File: src/pkg/cfg_regs_pkg.sv
// package: offsets, field positions, reset values and types for the serial/floppy config registers
`default_nettype none
package cfg_regs_pkg;
  // ---------------------------------------------------------------
  // register indices
  // ---------------------------------------------------------------
  localparam logic [7:0] IDX_PORT_LOCK = 8'h01;
  localparam logic [7:0] IDX_SERIAL_PORT_POWER = 8'h02;
  localparam logic [7:0] IDX_FLOPPY_MISC_CONFIG = 8'h03;
  localparam logic [7:0] IDX_PARALLEL_SERIAL_MISC = 8'h04;
  // ---------------------------------------------------------------
  // field positions
  // ---------------------------------------------------------------
  localparam int LOCK_BIT = 7;
  localparam int PRI_PWR_BIT = 3;
  localparam int SEC_PWR_BIT = 7;
  localparam int ENH_MODE_BIT = 1;
  localparam int DENS_FORCE_BIT = 4;
  localparam int PERS_LO_BIT = 5;
  localparam int PERS_HI_BIT = 6;
  // ---------------------------------------------------------------
  // reset values and writable masks
  // ---------------------------------------------------------------
  localparam logic [7:0] SERIAL_POWER_POR = 8'h08;
  localparam logic [7:0] SERIAL_POWER_MASK = 8'h88;
  localparam logic [7:0] FLOPPY_MISC_POR = 8'h70;
  localparam logic [7:0] FLOPPY_MISC_MASK = 8'h72;
  // ---------------------------------------------------------------
  // address decode
  // ---------------------------------------------------------------
  localparam logic [15:0] BASE_ADDR_MIN = 16'h0100;
  // ---------------------------------------------------------------
  // types
  // ---------------------------------------------------------------
  typedef enum logic [1:0] {
    PERS_THIRD,
    PERS_SECOND,
    PERS_RESERVED,
    PERS_AT
  } personality_t;
  typedef struct packed {
    logic primary_enable;
    logic secondary_enable;
    logic infrared_enable;
  } serial_power_t;
  typedef struct packed {
    logic enhanced_mode2;
    logic density_force_high;
    personality_t personality;
  } floppy_ctrl_t;
  typedef struct packed {
    logic wr;
    logic rd;
    logic [7:0] index;
    logic [7:0] wdata;
  } cfg_access_t;
endpackage
`default_nettype wire

File: src/design/addr_decode_gate.sv
// base address range check for one logical device
`default_nettype none
module addr_decode_gate (
  // host cycle
  input wire logic [15:0] host_addr,
  input wire logic [15:0] base_addr,
  input wire logic [15:0] range_len,
  // results
  output logic in_range,
  output logic decode_enable
);
  // ---------------------------------------------------------------
  // decode
  // ---------------------------------------------------------------
  // power state is deliberately not an input: a powered-down device still claims its range
  assign decode_enable = (base_addr >= cfg_regs_pkg::BASE_ADDR_MIN);
  assign in_range = decode_enable && (host_addr >= base_addr) &&
                    ({1'b0, host_addr} < ({1'b0, base_addr} + {1'b0, range_len}));
endmodule
`default_nettype wire

File: src/design/serial_floppy_config_regs.sv
// serial port power and floppy miscellaneous configuration registers
//
// Behaviour
// power-on reset loads serial power 0x08
// hard reset clears secondary port power bit
// serial power bits 0-2,4-6 read zero
// bit 3 powers primary serial port
// bit 7 powers secondary port and infrared
// power down leaves address decode alone
// decode stops only when base below 100h
// powered-down device still does range checking
// floppy misc reached at index 03h, config
// next register reached at index 04h, config
// power-on reset loads floppy misc 0x70
// bit 1 selects enhanced floppy mode 2
// bit 4 forces density output high
// bits 6:5 pick interface personality
// cleared lock bit blocks all config access
// writes to read-only bits are ignored
`default_nettype none
module serial_floppy_config_regs (
  // clock and resets
  input wire logic clk,
  input wire logic rst_n,
  input wire logic hard_reset,
  // configuration access (index already loaded)
  input wire logic config_state,
  input wire cfg_regs_pkg::cfg_access_t acc,
  output logic [7:0] rdata,
  output logic rdata_valid,
  output logic next_reg_sel,
  // lock state
  output logic configuration_lock_bit,
  // device address decode
  input wire logic [15:0] host_addr,
  input wire logic [15:0] primary_base,
  input wire logic [15:0] secondary_base,
  output logic primary_addr_hit,
  output logic secondary_addr_hit,
  // power and floppy controls
  output cfg_regs_pkg::serial_power_t serial_power,
  output cfg_regs_pkg::floppy_ctrl_t floppy_ctrl,
  input wire logic density_programmed,
  output logic drive_density_select_out
);
  logic [1:0] hard_sync_r;
  logic hard_pulse_r;
  logic lock_r;
  logic [7:0] serial_port_power_r;
  logic [7:0] floppy_misc_config_r;
  logic [7:0] rdata_r;
  logic rdata_valid_r;
  logic access_ok;
  logic wr_power;
  logic wr_floppy;
  logic wr_lock;
  logic prim_dec_en;
  logic sec_dec_en;

  function automatic logic idx_hit(input logic [7:0] idx, input logic [7:0] want);
    idx_hit = (idx == want);
  endfunction

  // ---------------------------------------------------------------
  // hard reset synchroniser
  // ---------------------------------------------------------------
  // hard reset is a pin from outside; stage 0 feeds only stage 1
  always_ff @(posedge clk or negedge rst_n) begin
    if (!rst_n) begin
      hard_sync_r <= 2'h0;
    end else begin
      hard_sync_r <= {hard_sync_r[0], hard_reset};
    end
  end

  always_ff @(posedge clk or negedge rst_n) begin
    if (!rst_n) begin
      hard_pulse_r <= 1'b0;
    end else begin
      hard_pulse_r <= hard_sync_r[1];
    end
  end

  // ---------------------------------------------------------------
  // access gating
  // ---------------------------------------------------------------
  assign access_ok = config_state && lock_r;
  assign wr_power = access_ok && acc.wr && idx_hit(acc.index, cfg_regs_pkg::IDX_SERIAL_PORT_POWER);
  assign wr_floppy = access_ok && acc.wr && idx_hit(acc.index, cfg_regs_pkg::IDX_FLOPPY_MISC_CONFIG);
  assign wr_lock = access_ok && acc.wr && idx_hit(acc.index, cfg_regs_pkg::IDX_PORT_LOCK);
  // the neighbouring register lives elsewhere; we only flag its selection
  assign next_reg_sel = access_ok && (acc.wr || acc.rd) &&
                        idx_hit(acc.index, cfg_regs_pkg::IDX_PARALLEL_SERIAL_MISC);

  // ---------------------------------------------------------------
  // lock bit
  // ---------------------------------------------------------------
  // once cleared, software cannot set it again; only resets reopen access
  always_ff @(posedge clk or negedge rst_n) begin
    if (!rst_n) begin
      lock_r <= 1'b1;
    end else if (hard_pulse_r) begin
      lock_r <= 1'b1;
    end else if (wr_lock && !acc.wdata[cfg_regs_pkg::LOCK_BIT]) begin
      lock_r <= 1'b0;
    end
  end

  // ---------------------------------------------------------------
  // serial port power register
  // ---------------------------------------------------------------
  always_ff @(posedge clk or negedge rst_n) begin
    if (!rst_n) begin
      serial_port_power_r <= cfg_regs_pkg::SERIAL_POWER_POR;
    end else if (hard_pulse_r) begin
      serial_port_power_r[cfg_regs_pkg::SEC_PWR_BIT] <= 1'b0;
    end else if (wr_power) begin
      serial_port_power_r <= acc.wdata & cfg_regs_pkg::SERIAL_POWER_MASK;
    end
  end

  // ---------------------------------------------------------------
  // floppy miscellaneous register
  // ---------------------------------------------------------------
  always_ff @(posedge clk or negedge rst_n) begin
    if (!rst_n) begin
      floppy_misc_config_r <= cfg_regs_pkg::FLOPPY_MISC_POR;
    end else if (wr_floppy) begin
      floppy_misc_config_r <= acc.wdata & cfg_regs_pkg::FLOPPY_MISC_MASK;
    end
  end

  // ---------------------------------------------------------------
  // read path
  // ---------------------------------------------------------------
  always_ff @(posedge clk or negedge rst_n) begin
    if (!rst_n) begin
      rdata_r <= 8'h00;
      rdata_valid_r <= 1'b0;
    end else begin
      rdata_valid_r <= access_ok && acc.rd;
      if (access_ok && acc.rd) begin
        case (acc.index)
          cfg_regs_pkg::IDX_SERIAL_PORT_POWER: rdata_r <= serial_port_power_r & cfg_regs_pkg::SERIAL_POWER_MASK;
          cfg_regs_pkg::IDX_FLOPPY_MISC_CONFIG: rdata_r <= floppy_misc_config_r & cfg_regs_pkg::FLOPPY_MISC_MASK;
          cfg_regs_pkg::IDX_PORT_LOCK: rdata_r <= {lock_r, 7'h00};
          default: rdata_r <= 8'h00;
        endcase
      end else begin
        rdata_r <= 8'h00;
      end
    end
  end

  assign rdata = rdata_r;
  assign rdata_valid = rdata_valid_r;
  assign configuration_lock_bit = lock_r;

  // ---------------------------------------------------------------
  // power controls
  // ---------------------------------------------------------------
  assign serial_power.primary_enable = serial_port_power_r[cfg_regs_pkg::PRI_PWR_BIT];
  assign serial_power.secondary_enable = serial_port_power_r[cfg_regs_pkg::SEC_PWR_BIT];
  assign serial_power.infrared_enable = serial_port_power_r[cfg_regs_pkg::SEC_PWR_BIT];

  // ---------------------------------------------------------------
  // floppy controls
  // ---------------------------------------------------------------
  assign floppy_ctrl.enhanced_mode2 = floppy_misc_config_r[cfg_regs_pkg::ENH_MODE_BIT];
  assign floppy_ctrl.density_force_high = floppy_misc_config_r[cfg_regs_pkg::DENS_FORCE_BIT];
  assign floppy_ctrl.personality = cfg_regs_pkg::personality_t'(
    {floppy_misc_config_r[cfg_regs_pkg::PERS_HI_BIT], floppy_misc_config_r[cfg_regs_pkg::PERS_LO_BIT]});
  // density_programmed is same-clock logic from the floppy core
  assign drive_density_select_out = floppy_misc_config_r[cfg_regs_pkg::DENS_FORCE_BIT] ?
                                    1'b1 : density_programmed;

  // ---------------------------------------------------------------
  // address decode per serial port
  // ---------------------------------------------------------------
  // decode takes no power input on purpose
  addr_decode_gate u_prim_dec (
    .host_addr(host_addr),
    .base_addr(primary_base),
    .range_len(16'h0008),
    .in_range(primary_addr_hit),
    .decode_enable(prim_dec_en)
  );
  addr_decode_gate u_sec_dec (
    .host_addr(host_addr),
    .base_addr(secondary_base),
    .range_len(16'h0008),
    .in_range(secondary_addr_hit),
    .decode_enable(sec_dec_en)
  );
endmodule
`default_nettype wire

File: config.mk
export PLATFORM = sky130hd
export DESIGN_NAME = serial_floppy_config_regs
export DESIGN_NICKNAME = d
export VERILOG_FILES = /design/src/pkg/cfg_regs_pkg.sv /design/src/design/addr_decode_gate.sv /design/src/design/serial_floppy_config_regs.sv
export SDC_FILE = /design/constraint.sdc
export NUM_CORES = 1
export LEC_CHECK = 0
export ABC_AREA = 1
export BUFFER_PORTS_ARGS = -buffer_cell sky130_fd_sc_hd__buf_2
export CORE_ASPECT_RATIO = 0.8
export CORE_UTILIZATION = 48
export CTS_BUF_LIST = sky130_fd_sc_hd__clkbuf_8
export CTS_CLUSTER_DIAMETER = 200
export DETAILED_ROUTE_END_ITERATION = 8
export GPL_TIMING_DRIVEN = 1
export PLACE_DENSITY = 0.84
export SKIP_CTS_REPAIR_TIMING = 1
export SYNTH_ARGS = -nofsm -noshare
export SYNTH_HDL_FRONTEND = slang
export SYNTH_SLANG_ARGS = --single-unit
File: constraint.sdc
create_clock -name clk -period 2.04 [get_ports clk]
set_clock_uncertainty 0.1 [all_clocks]
set_input_delay 0.204 -clock clk [delete_from_list [all_inputs] [get_ports clk]]
set_output_delay 0.204 -clock clk [all_outputs]
set_load 0.01 [all_outputs]
==> results of run 1 <==
==> state kept, by name, indices dropped and copies added (netlist names) <==
| register | count |
|---|---|
| serial_port_power_r | 2 |
| floppy_misc_config_r | 4 |
| configuration_lock_bit | 1 |
| hard_pulse_r | 1 |
| rdata | 6 |
| hard_sync_r | 2 |
| rdata_valid | 1 |
==> worst min-delay path: stages <==
cell and delay, ns:
buf_2 0.09, inv_1 0.04, o21ai_1 0.07
==> power breakdown <==
| group | internal, W | leakage [nW] | switching (W) |
|---|---|---|---|
| Clock | 0.000133 | 0.0269 | 0.000108 |
| Sequential | 0.000345 | 0.212 | 0.00000331 |
| Combinational | 0.000288 | 2.02 | 0.000350 |
| Total | 0.000767 | 2.26 | 0.000462 |
==> cells in the mapped netlist, types with 3 or more instances <==
library cell	n	area, um^2
a21oi_1	26	130
buf_4	3	22.5
dfrtp_1	12	300
dfstp_2	5	131
ha_1	62	776
inv_1	66	248
nand2_1	118	443
nand3_1	12	60.1
nand3_2	5	50.1
nand4_1	5	31.3
nor2_1	37	139
nor2_2	6	37.5
nor3_1	7	35.0
nor4_2	4	50.1
o21a_1	4	30.0
o21ai_0	4	20.0
xor2_1	20	175
==> final cells by class <==
class,count,area [um^2]
inverter,67,251
clock inverter,1,3.75
tap,78,97.6
fill,464,1630
multi-input combinational,330,2250
clock buffer,3,41.3
sequential,17,432
timing repair buffer,140,878
==> logic make-up (layout without fill, tap and decap cells) <==
kind of cell | after synthesis | after routing
DFF | 17 | 17
buffers and inverters | 70 | 211
xor gates and xnor gates | 22 | 22
and+or+nand+nor | 207 | 207
other | 1 | 2
AOI/OAI and AO/OA | 37 | 37
adders and majority gates | 62 | 62
==> final timing paths <==
path / from / to / slack [ns] / cells after the start
setup / recovery: primary_base[5] / primary_addr_hit / -0.33 / 17
hold / removal: acc[3] / serial_port_power_r[3]$_DFFE_PN1P_ / 0.06 / 3
setup reg to reg: configuration_lock_bit$_DFFE_PN1P_ / serial_port_power_r[7]$_DFFE_PN0P_ / 0.66 / 4
hold reg to reg: hard_sync_r[1]$_DFF_PN0_ / hard_pulse_r$_DFF_PN0_ / 0.26 / 0
max in group asynchronous: rst_n / floppy_misc_config_r[5]$_DFFE_PN1P_ / 1.22 / 2
min in group asynchronous: rst_n / rdata[7]$_DFF_PN0_ / 0.32 / 2
==> layer usage <==
metal  wire, um  vias to the layer above  GRT usage, %
li1           -                     1622             -
met1       3460                     1435          30.0
met2       4010                      106          46.7
met3        317                       14          1.98
met4        138                        0          7.17
met5          0                        -             0
==> stage by stage <==
step           TNS (ns)  instance area (um^2)
4_1_cts          -0.711                  3770
2_1_floorplan         0                  2850
6_report         -0.657                  3950
3_3_place_gp     -0.491                  3730
5_1_grt          -0.985                  3950
3_5_place_dp     -0.700                  3730
==> flow_summary_export.csv, run 1 <==
group,metric,value,unit
status,outcome,"finished, violations left",
status,failed_checks,"setup timing",
route,drc,0,
layout,area_delta_synth_final,38.9,%
sta,fin_ws,-0.334,ns
route,first_iter_violations,129,
worst_setup_path,slowest_stage,"ha_1",
logic_synthesis,synth_cell_types,31,
run,max_cap_violations,0,
worst_setup_path,cp.required,1.74,ns
logic_synthesis,yosys.area_share.xor_xnor,6.77,%
logic_synthesis,postSynthCellCount,416,
die,io_pins,92,
cts,ctsRootBufferMaster,"clkbuf_8",
layout,finalNonFillerCells,636,
route,drt-wirelength-per-cell,12.5,um
layout,nets,692,
hold_path,min_path_type,"in2reg",
layout,diodes,0,
worst_setup_path,critical_path.top_delay_family,"simple AND/OR/NAND/NOR gates",
sta,min_period_over_period,116,%
layout,drive_gt1_share,33.3,%
pwr,power.density,311,nW/um^2
layout,final_cell_mix,"nand2_1 (112), buf_2 (83), inv_1 (65)",
route,firstDrtPassIters,5,
sta,hold_ws,0.0601,ns
worst_setup_path,cp_max_fo,3,
sta,rsz0062_at_grt,"yes",
logic_synthesis,synth_simple_gate_area_share,33.9,%
sta,fmax,421,MHz
sta,fin_crit,2.37,ns
grt,grt_first_pass_wirelength,12.5,mm
worst_setup_path,crit_top_cell,"nand2_1",
cts,cts_sinks,17,
worst_setup_path,slowest_delay,0.26,ns
logic_synthesis,ys_ff_latch,17,
logic_synthesis,synth_ff_type,"dfrtp_1",
route,viasPerCell,5.00,
grt,grt_usage,24.9,%
placement,io_buffers,87,
placement,dpl.hpwl,6.55,mm
logic_synthesis,synth-compound-area-share,7.08,%
placement,preCtsSetupSlack,-0.381,ns
logic_synthesis,synth_top_family_by_area,"simple AND/OR/NAND/NOR gates",
sta,finalHoldViolCount,0,
cts,cts_tree,"done",
worst_setup_path,crit_arrival,2.07,ns
cts,clockBufferDepth,2,
route,ant_nets,0,
logic_synthesis,yosysWarnings,0,
logic_synthesis,postSynthAreaPerCell,6.84,um^2
logic_synthesis,syn_area,2850,um^2
grt,grt_max_degree,18,
sta,slew_viol_final,0,
worst_setup_path,crit_buf_inv,2,
grt,overflow,0,
route,num_vias,3177,
die,die_y,70.9,um
sta,setup_violations,2,
pwr,peakVddDrop,181,uV
cts,worstSkewPairLatency,0.25,ns
grt,grt_pass1_vias,3055,
die,die_w,88.1,um
placement,placedCellCount,628,
worst_setup_path,path_cells,"buf_2 > nand3_2 > nor2_4 > nand3_2 > nor3_2 > xor2_1 > ha_1 > nand2_1 > nand2_1 > nand2_1 > nand2_1 > nand2_1 > nand2_1 > nor2_1 > nand2_1 > nor2_2 > buf_2",
logic_synthesis,synth_edf_count,0,
layout,mostFrequentLayoutCell,"nand2_1",
logic_synthesis,async_reset_ff_share,100,%
pwr,power,0.00123,W
die,core_area,5590,um^2
die,start_util,50.9,%
worst_setup_path,path_class,"in2out",
placement,gp_congestion,0.906,
worst_setup_path,end_kind,"primary output",
logic_synthesis,seq_area_frac_synth,15.2,%
cts,cts_buffers,3,
logic_synthesis,synth_adder_area_share,27.3,%
layout,final_util,70.8,%
die,die_area,6240,um^2
die,rows,24,
cts,path_clk_slew,0.06,ns
cts,h-tree-depth,1,
pwr,leakage,2.26,nW
worst_setup_path,worstSetupStartpointType,"primary input",
logic_synthesis,synthMuxAreaShare,0,%
grt,grt_antenna_before_repair,0,
route,wl,7.92,mm
Note: power is estimated with default switching activity, not from simulation.
==> inputs of run 2 (changes only) <==
--- a/config.mk
+++ b/config.mk
@@ -8,7 +8,7 @@
 export ABC_AREA = 1
 export BUFFER_PORTS_ARGS = -buffer_cell sky130_fd_sc_hd__buf_2
 export CORE_ASPECT_RATIO = 0.8
-export CORE_UTILIZATION = 48
+export CORE_UTILIZATION = 50
 export CTS_BUF_LIST = sky130_fd_sc_hd__clkbuf_8
 export CTS_CLUSTER_DIAMETER = 200
 export DETAILED_ROUTE_END_ITERATION = 8
==> constraint.sdc (replaced) <==
create_clock -name clk -period 2.9 [get_ports clk]
set_clock_uncertainty 0.1 [all_clocks]
set_input_delay 0.29 -clock clk [delete_from_list [all_inputs] [get_ports clk]]
set_output_delay 0.29 -clock clk [all_outputs]
set_load 0.01 [all_outputs]
==> run 2 against run 1 <==
Largest power group unchanged. The flow now finishes without violations. Total power shrank 36%. Sequential power shrank 30%. Cell count shrank 8.2%. Combinational power shrank 42%.
==> flow_summary_export.csv, run 2 (synthesis results as in run 1) <==
group,metric,value,unit
status,outcome,"completed",
hold_path,min_path_type,"in2reg",
layout,final_cell_mix,"nand2_1 (118), buf_2 (87), inv_1 (67)",
placement,io_buffers,87,
sta,fin_crit,2.64,ns
route,drt-wirelength-per-cell,11.7,um
worst_setup_path,critPathCapture,"primary_addr_hit",
route,firstDrtPassIters,4,
die,die_area,6000,um^2
cts,clockBufferDepth,2,
sta,finalHoldViolCount,0,
layout,diodes,0,
sta,finalSetupTns,0,ns
hold_path,whs_path_depth,1,
worst_setup_path,path_class,"in2out",
pwr,power.density,231,nW/um^2
sta,rsz0062_at_grt,"no",
layout,nets,640,
route,ant_nets,0,
worst_setup_path,crit_top_cell,"nand2_1",
cts,cts_sinks,17,
grt,overflow,0,
worst_setup_path,slowest_stage,"ha_1",
sta,setup_violations,0,
run,max_cap_violations,0,
cts,cts_tree,"done",
layout,area_delta_synth_final,20.0,%
worst_setup_path,r2r_slack,1.50,ns
worst_setup_path,worstSetupStartpointType,"primary input",
route,wl,6.82,mm
cts,cts_buffers,3,
layout,drive_gt1_share,23.7,%
worst_setup_path,crit_arrival,2.25,ns
layout,largest_reg_flops,6,
sta,min_period_over_period,91.0,%
worst_setup_path,cp.required,2.51,ns
cts,h-tree-depth,1,
layout,mostFrequentLayoutCell,"nand2_1",
worst_setup_path,slowest_delay,0.26,ns
route,drc,0,
placement,preCtsSetupSlack,0.245,ns
die,die_y,69.5,um
sta,fin_ws,0.262,ns
worst_setup_path,path_cells,"buf_2 > ha_1 > inv_1 > nor2_2 > nand2_1 > nor4_2 > xor2_1 > ha_1 > and3_1 > nand2_1 > nor2_1 > nor2_1 > nand2_1 > nor2_2 > buf_2",
worst_setup_path,end_kind,"primary output",
grt,grt_max_degree,18,
cts,path_clk_slew,0.06,ns
pwr,peakVddDrop,127,uV
die,core_area,5470,um^2
grt,grt_antenna_before_repair,0,
pwr,leakage,1.98,nW
route,viasPerCell,4.99,
worst_setup_path,critPathLaunch,"primary_base[3]",
sta,fmax,379,MHz
cts,worstSkewPairLatency,0.25,ns
placement,gp_congestion,0.907,
die,io_pins,92,
cts,ctsRootBufferMaster,"clkbuf_8",
grt,grt_pass1_vias,2810,
sta,slew_viol_final,0,
worst_setup_path,r2r-start,"configuration_lock_bit$_DFFE_PN1P_",
worst_setup_path,cp_max_fo,5,
die,rows,24,
die,start_util,52.1,%
worst_setup_path,reg2reg_depth,4,
grt,grt_usage,23.7,%
layout,nFillCells,499,
grt,grt_first_pass_wirelength,11.6,mm
route,first_iter_violations,110,
worst_setup_path,r2r-end,"serial_port_power_r[7]$_DFFE_PN0P_",
die,die_w,86.3,um
route,num_vias,2917,
sta,hold_ws,0.0487,ns
placement,dpl.hpwl,6.06,mm
run 2: cell types whose count changed in the layout (fill, tap and decap cells not counted), moves of 3 or more:
cell / delta
buf_2: +4
buf_4: -50
buf_8: -3
nand2_1: +6
nand2_2: -6
run 2: worst max-delay path: cells and delay by family:
family	cells	cell delay (ns)
xor+xnor	1	0.19
fa+ha+maj	2	0.46
buf+inv	3	0.34
simple gates	9	0.97
run 2: how the worst min path moves through the flow:
| stage | startpoint | endpoint | slack [ns] |
|---|---|---|---|
| 6_report | hard_reset | hard_sync_r[0]$_DFF_PN0_ | 0.05 |
| 2_1_floorplan | rst_n | floppy_misc_config_r[1]$_DFFE_PN0P_ | -0.11 |
| 5_1_grt | hard_reset | hard_sync_r[0]$_DFF_PN0_ | 0.05 |
| 3_5_place_dp | rst_n | rdata[6]$_DFF_PN0_ | 0.12 |
| 3_3_place_gp | rst_n | rdata_valid$_DFF_PN0_ | 0.11 |
| 4_1_cts | rst_n | hard_sync_r[1]$_DFF_PN0_ | -0.15 |
run 2: metal layers:
| layer | GRT usage (%) | part of all wire (%) | wire (um) | up-vias |
|---|---|---|---|---|
| met3 | 1.67 | 4.4 | 298 | 19 |
| met5 | 0 | 0 | 0 | - |
| met1 | 27.6 | 44 | 2970 | 1285 |
| li1 | - | - | - | 1514 |
| met2 | 45.7 | 50 | 3390 | 99 |
| met4 | 7.04 | 2.3 | 154 | 0 |
run 2: metrics by stage:
stage          utilization [%]  std cells  total power (W)  area, um^2
3_5_place_dp              61.5        579         0.000616        3360
4_1_cts                   62.3        583         0.000785        3400
6_report                  62.5        584         0.000787        3410
5_1_grt                   62.5        584         0.000853        3410
2_1_floorplan                -        417         0.000477        2850
3_3_place_gp              61.5        579         0.000594        3360
run 2: final cells by class:
type	count	area [um^2]	area share, %
well taps	78	97.6	2.86
clock inverters	1	3.75	0.110
inverters	67	251	7.37
clock buffers	3	41.3	1.21
flip-flops and latches	17	432	12.6
repair buffers	88	445	13.0
multi-input cells	330	2140	62.8
run 2: where the power goes:
part,switching [W],internal (W),total [W]
Sequential,0.00000243,0.000243,0.000246
Combinational,0.000219,0.000151,0.000370
Clock,0.0000775,0.0000940,0.000171
==> inputs of run 3 (changes only) <==
--- a/config.mk
+++ b/config.mk
@@ -7,13 +7,15 @@
 export LEC_CHECK = 0
 export ABC_AREA = 1
 export BUFFER_PORTS_ARGS = -buffer_cell sky130_fd_sc_hd__buf_2
+export CELL_PAD_IN_SITES_DETAIL_PLACEMENT = 2
+export CELL_PAD_IN_SITES_GLOBAL_PLACEMENT = 2
 export CORE_ASPECT_RATIO = 0.8
-export CORE_UTILIZATION = 50
+export CORE_UTILIZATION = 30
 export CTS_BUF_LIST = sky130_fd_sc_hd__clkbuf_8
 export CTS_CLUSTER_DIAMETER = 200
 export DETAILED_ROUTE_END_ITERATION = 8
 export GPL_TIMING_DRIVEN = 1
-export PLACE_DENSITY = 0.84
+export PLACE_DENSITY = 0.93
 export SKIP_CTS_REPAIR_TIMING = 1
 export SYNTH_ARGS = -nofsm -noshare
 export SYNTH_HDL_FRONTEND = slang
==> run 3 against run 2 <==
Global-route usage is 2.8 points lower. Sequential share of layout area is 0.24 points lower. Worst hold slack better by 0.0064 ns. Non-clock buffer count stayed put. Flip-flop and latch count stayed put. Cell count is 6.3% higher. First-iteration DRC count is 65% lower. Clock power is 6% higher. Via count is 4.0% higher. Critical path depth stayed put. Register-to-register slack worse by 0.06 ns. Critical path type unchanged. Critical endpoint unchanged. Largest cell class unchanged.
==> flow_summary_export.csv, run 3 (synthesis results as in run 1) <==
group,metric,value,unit
pwr,pwr-share-seq,29.5,%
cts,path_clk_slew,0.07,ns
worst_setup_path,cp.required,2.51,ns
worst_setup_path,crit_buf_inv,3,
grt,grt_antenna_before_repair,0,
die,start_util,31.2,%
route,drt-wirelength-per-cell,16.4,um
status,outcome,"completed",
worst_setup_path,r2r_slack,1.44,ns
worst_setup_path,reg2reg_depth,4,
cts,ctsRootBufferMaster,"clkbuf_8",
cts,h-tree-depth,1,
pwr,p_sw,0.000339,W
placement,post_dp_cell_area,3410,um^2
pwr,intPower,0.000493,W
placement,io_buffers,87,
worst_setup_path,end_kind,"primary output",
cts,cts_sinks,17,
route,firstDrtPassIters,4,
pwr,peakVddDrop,190,uV
die,die_area,9880,um^2
layout,finalNonFillerCells,621,
route,drc,0,
layout,mostFrequentLayoutCell,"nand2_1",
cts,cts_buffers,3,
cts,clockBufferDepth,2,
die,io_pins,92,
grt,overflow,0,
sta,finalSetupTns,0,ns
sta,hold_ws,0.0550,ns
hold_path,worstHoldStart,"hard_reset",
layout,nets,640,
cts,cts_tree,"done",
worst_setup_path,path_class,"in2out",
layout,drive_gt1_share,24.3,%
die,die_y,89.1,um
pwr,p_clk_share,21.9,%
sta,setup_violations,0,
worst_setup_path,r2r-end,"serial_port_power_r[7]$_DFFE_PN0P_",
worst_setup_path,critical_path.top_delay_family,"simple AND/OR/NAND/NOR gates",
worst_setup_path,crit_arrival,2.36,ns
hold_path,whs_path_depth,1,
placement,dpl.hpwl,9.24,mm
grt,grt_pass1_vias,3440,
placement,gp_congestion,0.862,
grt,grt_usage,20.9,%
hold_path,min_path_type,"in2reg",
worst_setup_path,path_cells,"buf_2 > ha_2 > inv_1 > nor2_4 > nand2_2 > nor4_4 > xor2_1 > ha_1 > and3_1 > nand2_1 > nor2_1 > nor2_1 > nand2_1 > nor2_2 > buf_2",
sta,rsz0062_at_grt,"no",
pwr,swShare,40.7,%
hold_path,worst_hold_path.endpoint,"hard_sync_r[0]$_DFF_PN0_",
pwr,power.density,239,nW/um^2
pwr,pwr-share-comb,48.7,%
sta,min_period_over_period,95.0,%
sta,slew_viol_final,0,
route,viasPerCell,4.89,
die,core_area,9110,um^2
pwr,power,0.000832,W
die,rows,31,
worst_setup_path,slowest_delay,0.28,ns
layout,nFillCells,1120,
pwr,leakage,1.98,nW
worst_setup_path,r2r-start,"configuration_lock_bit$_DFFE_PN1P_",
route,wl,10.2,mm
route,num_vias,3035,
worst_setup_path,cp_max_fo,5,
layout,largest_reg_flops,6,
route,ant_nets,0,
grt,grt_first_pass_wirelength,16.5,mm
layout,area_delta_synth_final,22.3,%
die,die_w,111,um
layout,diodes,0,
cts,worstSkewPairLatency,0.25,ns
layout,final_cell_mix,"nand2_1 (117), buf_2 (87), inv_1 (66)",
worst_setup_path,worstSetupStartpointType,"primary input",
layout,stdcell_area,3480,um^2
sta,fmax,363,MHz
placement,placedCellCount,616,
sta,finalHoldViolCount,0,
run,max_cap_violations,0,
route,first_iter_violations,38,
grt,grt_max_degree,18,
worst_setup_path,slowest_stage,"ha_1",
sta,fin_crit,2.75,ns
## run 3: per-stage QoR
step | utilization, % | setup WS [ns]
after floorplan | - | 0.660
after global placement | 37.4 | 0.260
after detailed placement | 37.4 | 0.119
after CTS | 37.9 | 0.117
after global routing | 38.2 | 0.0104
final | 38.2 | 0.146
## run 3: worst max-delay path by stage
| stage | startpoint | slack [ns] | cells past startpoint | endpoint |
|---|---|---|---|---|
| 2_1_floorplan | secondary_base[3] | 0.66 | 13 | secondary_addr_hit |
| 3_3_place_gp | primary_base[3] | 0.26 | 15 | primary_addr_hit |
| 3_5_place_dp | primary_base[3] | 0.12 | 15 | primary_addr_hit |
| 4_1_cts | primary_base[3] | 0.12 | 15 | primary_addr_hit |
| 5_1_grt | secondary_base[3] | 0.01 | 15 | secondary_addr_hit |
| 6_report | primary_base[3] | 0.15 | 15 | primary_addr_hit |
## run 3: power groups by stage
stage | sequential, W | clock [W] | combinational [W]
6_report | 0.000245 | 0.000182 | 0.000405
5_1_grt | 0.000246 | 0.000192 | 0.000460
4_1_cts | 0.000246 | 0.000188 | 0.000408
3_5_place_dp | 0.000250 | 0 | 0.000405
3_3_place_gp | 0.000249 | 0 | 0.000357
2_1_floorplan | 0.000250 | 0 | 0.000227
## run 3: worst register-to-register path, stage by stage, from the launching register on
cell and delay (ns):
dfstp_2 0.58, nand3_1 0.11, inv_1 0.21, nand2_1 0.13, o31ai_1 0.24
## run 3: routing by layer
metal	up-vias	part of all wire (%)	GRT usage (%)
met5	-	0	0
met3	6	1.9	1.42
met2	53	53	43.8
li1	1510	-	-
met4	0	0.65	2.18
met1	1466	44	24.2
## run 3: cell type report
type	instances	area (um^2)	share of cell area, %
Clock inverter	1	5.00	0.144
Sequential cell	17	432	12.4
Timing Repair Buffer	88	445	12.8
Inverter	67	251	7.23
Tap cell	115	144	4.13
Multi-Input combinational cell	330	2160	62.1
Clock buffer	3	41.3	1.19
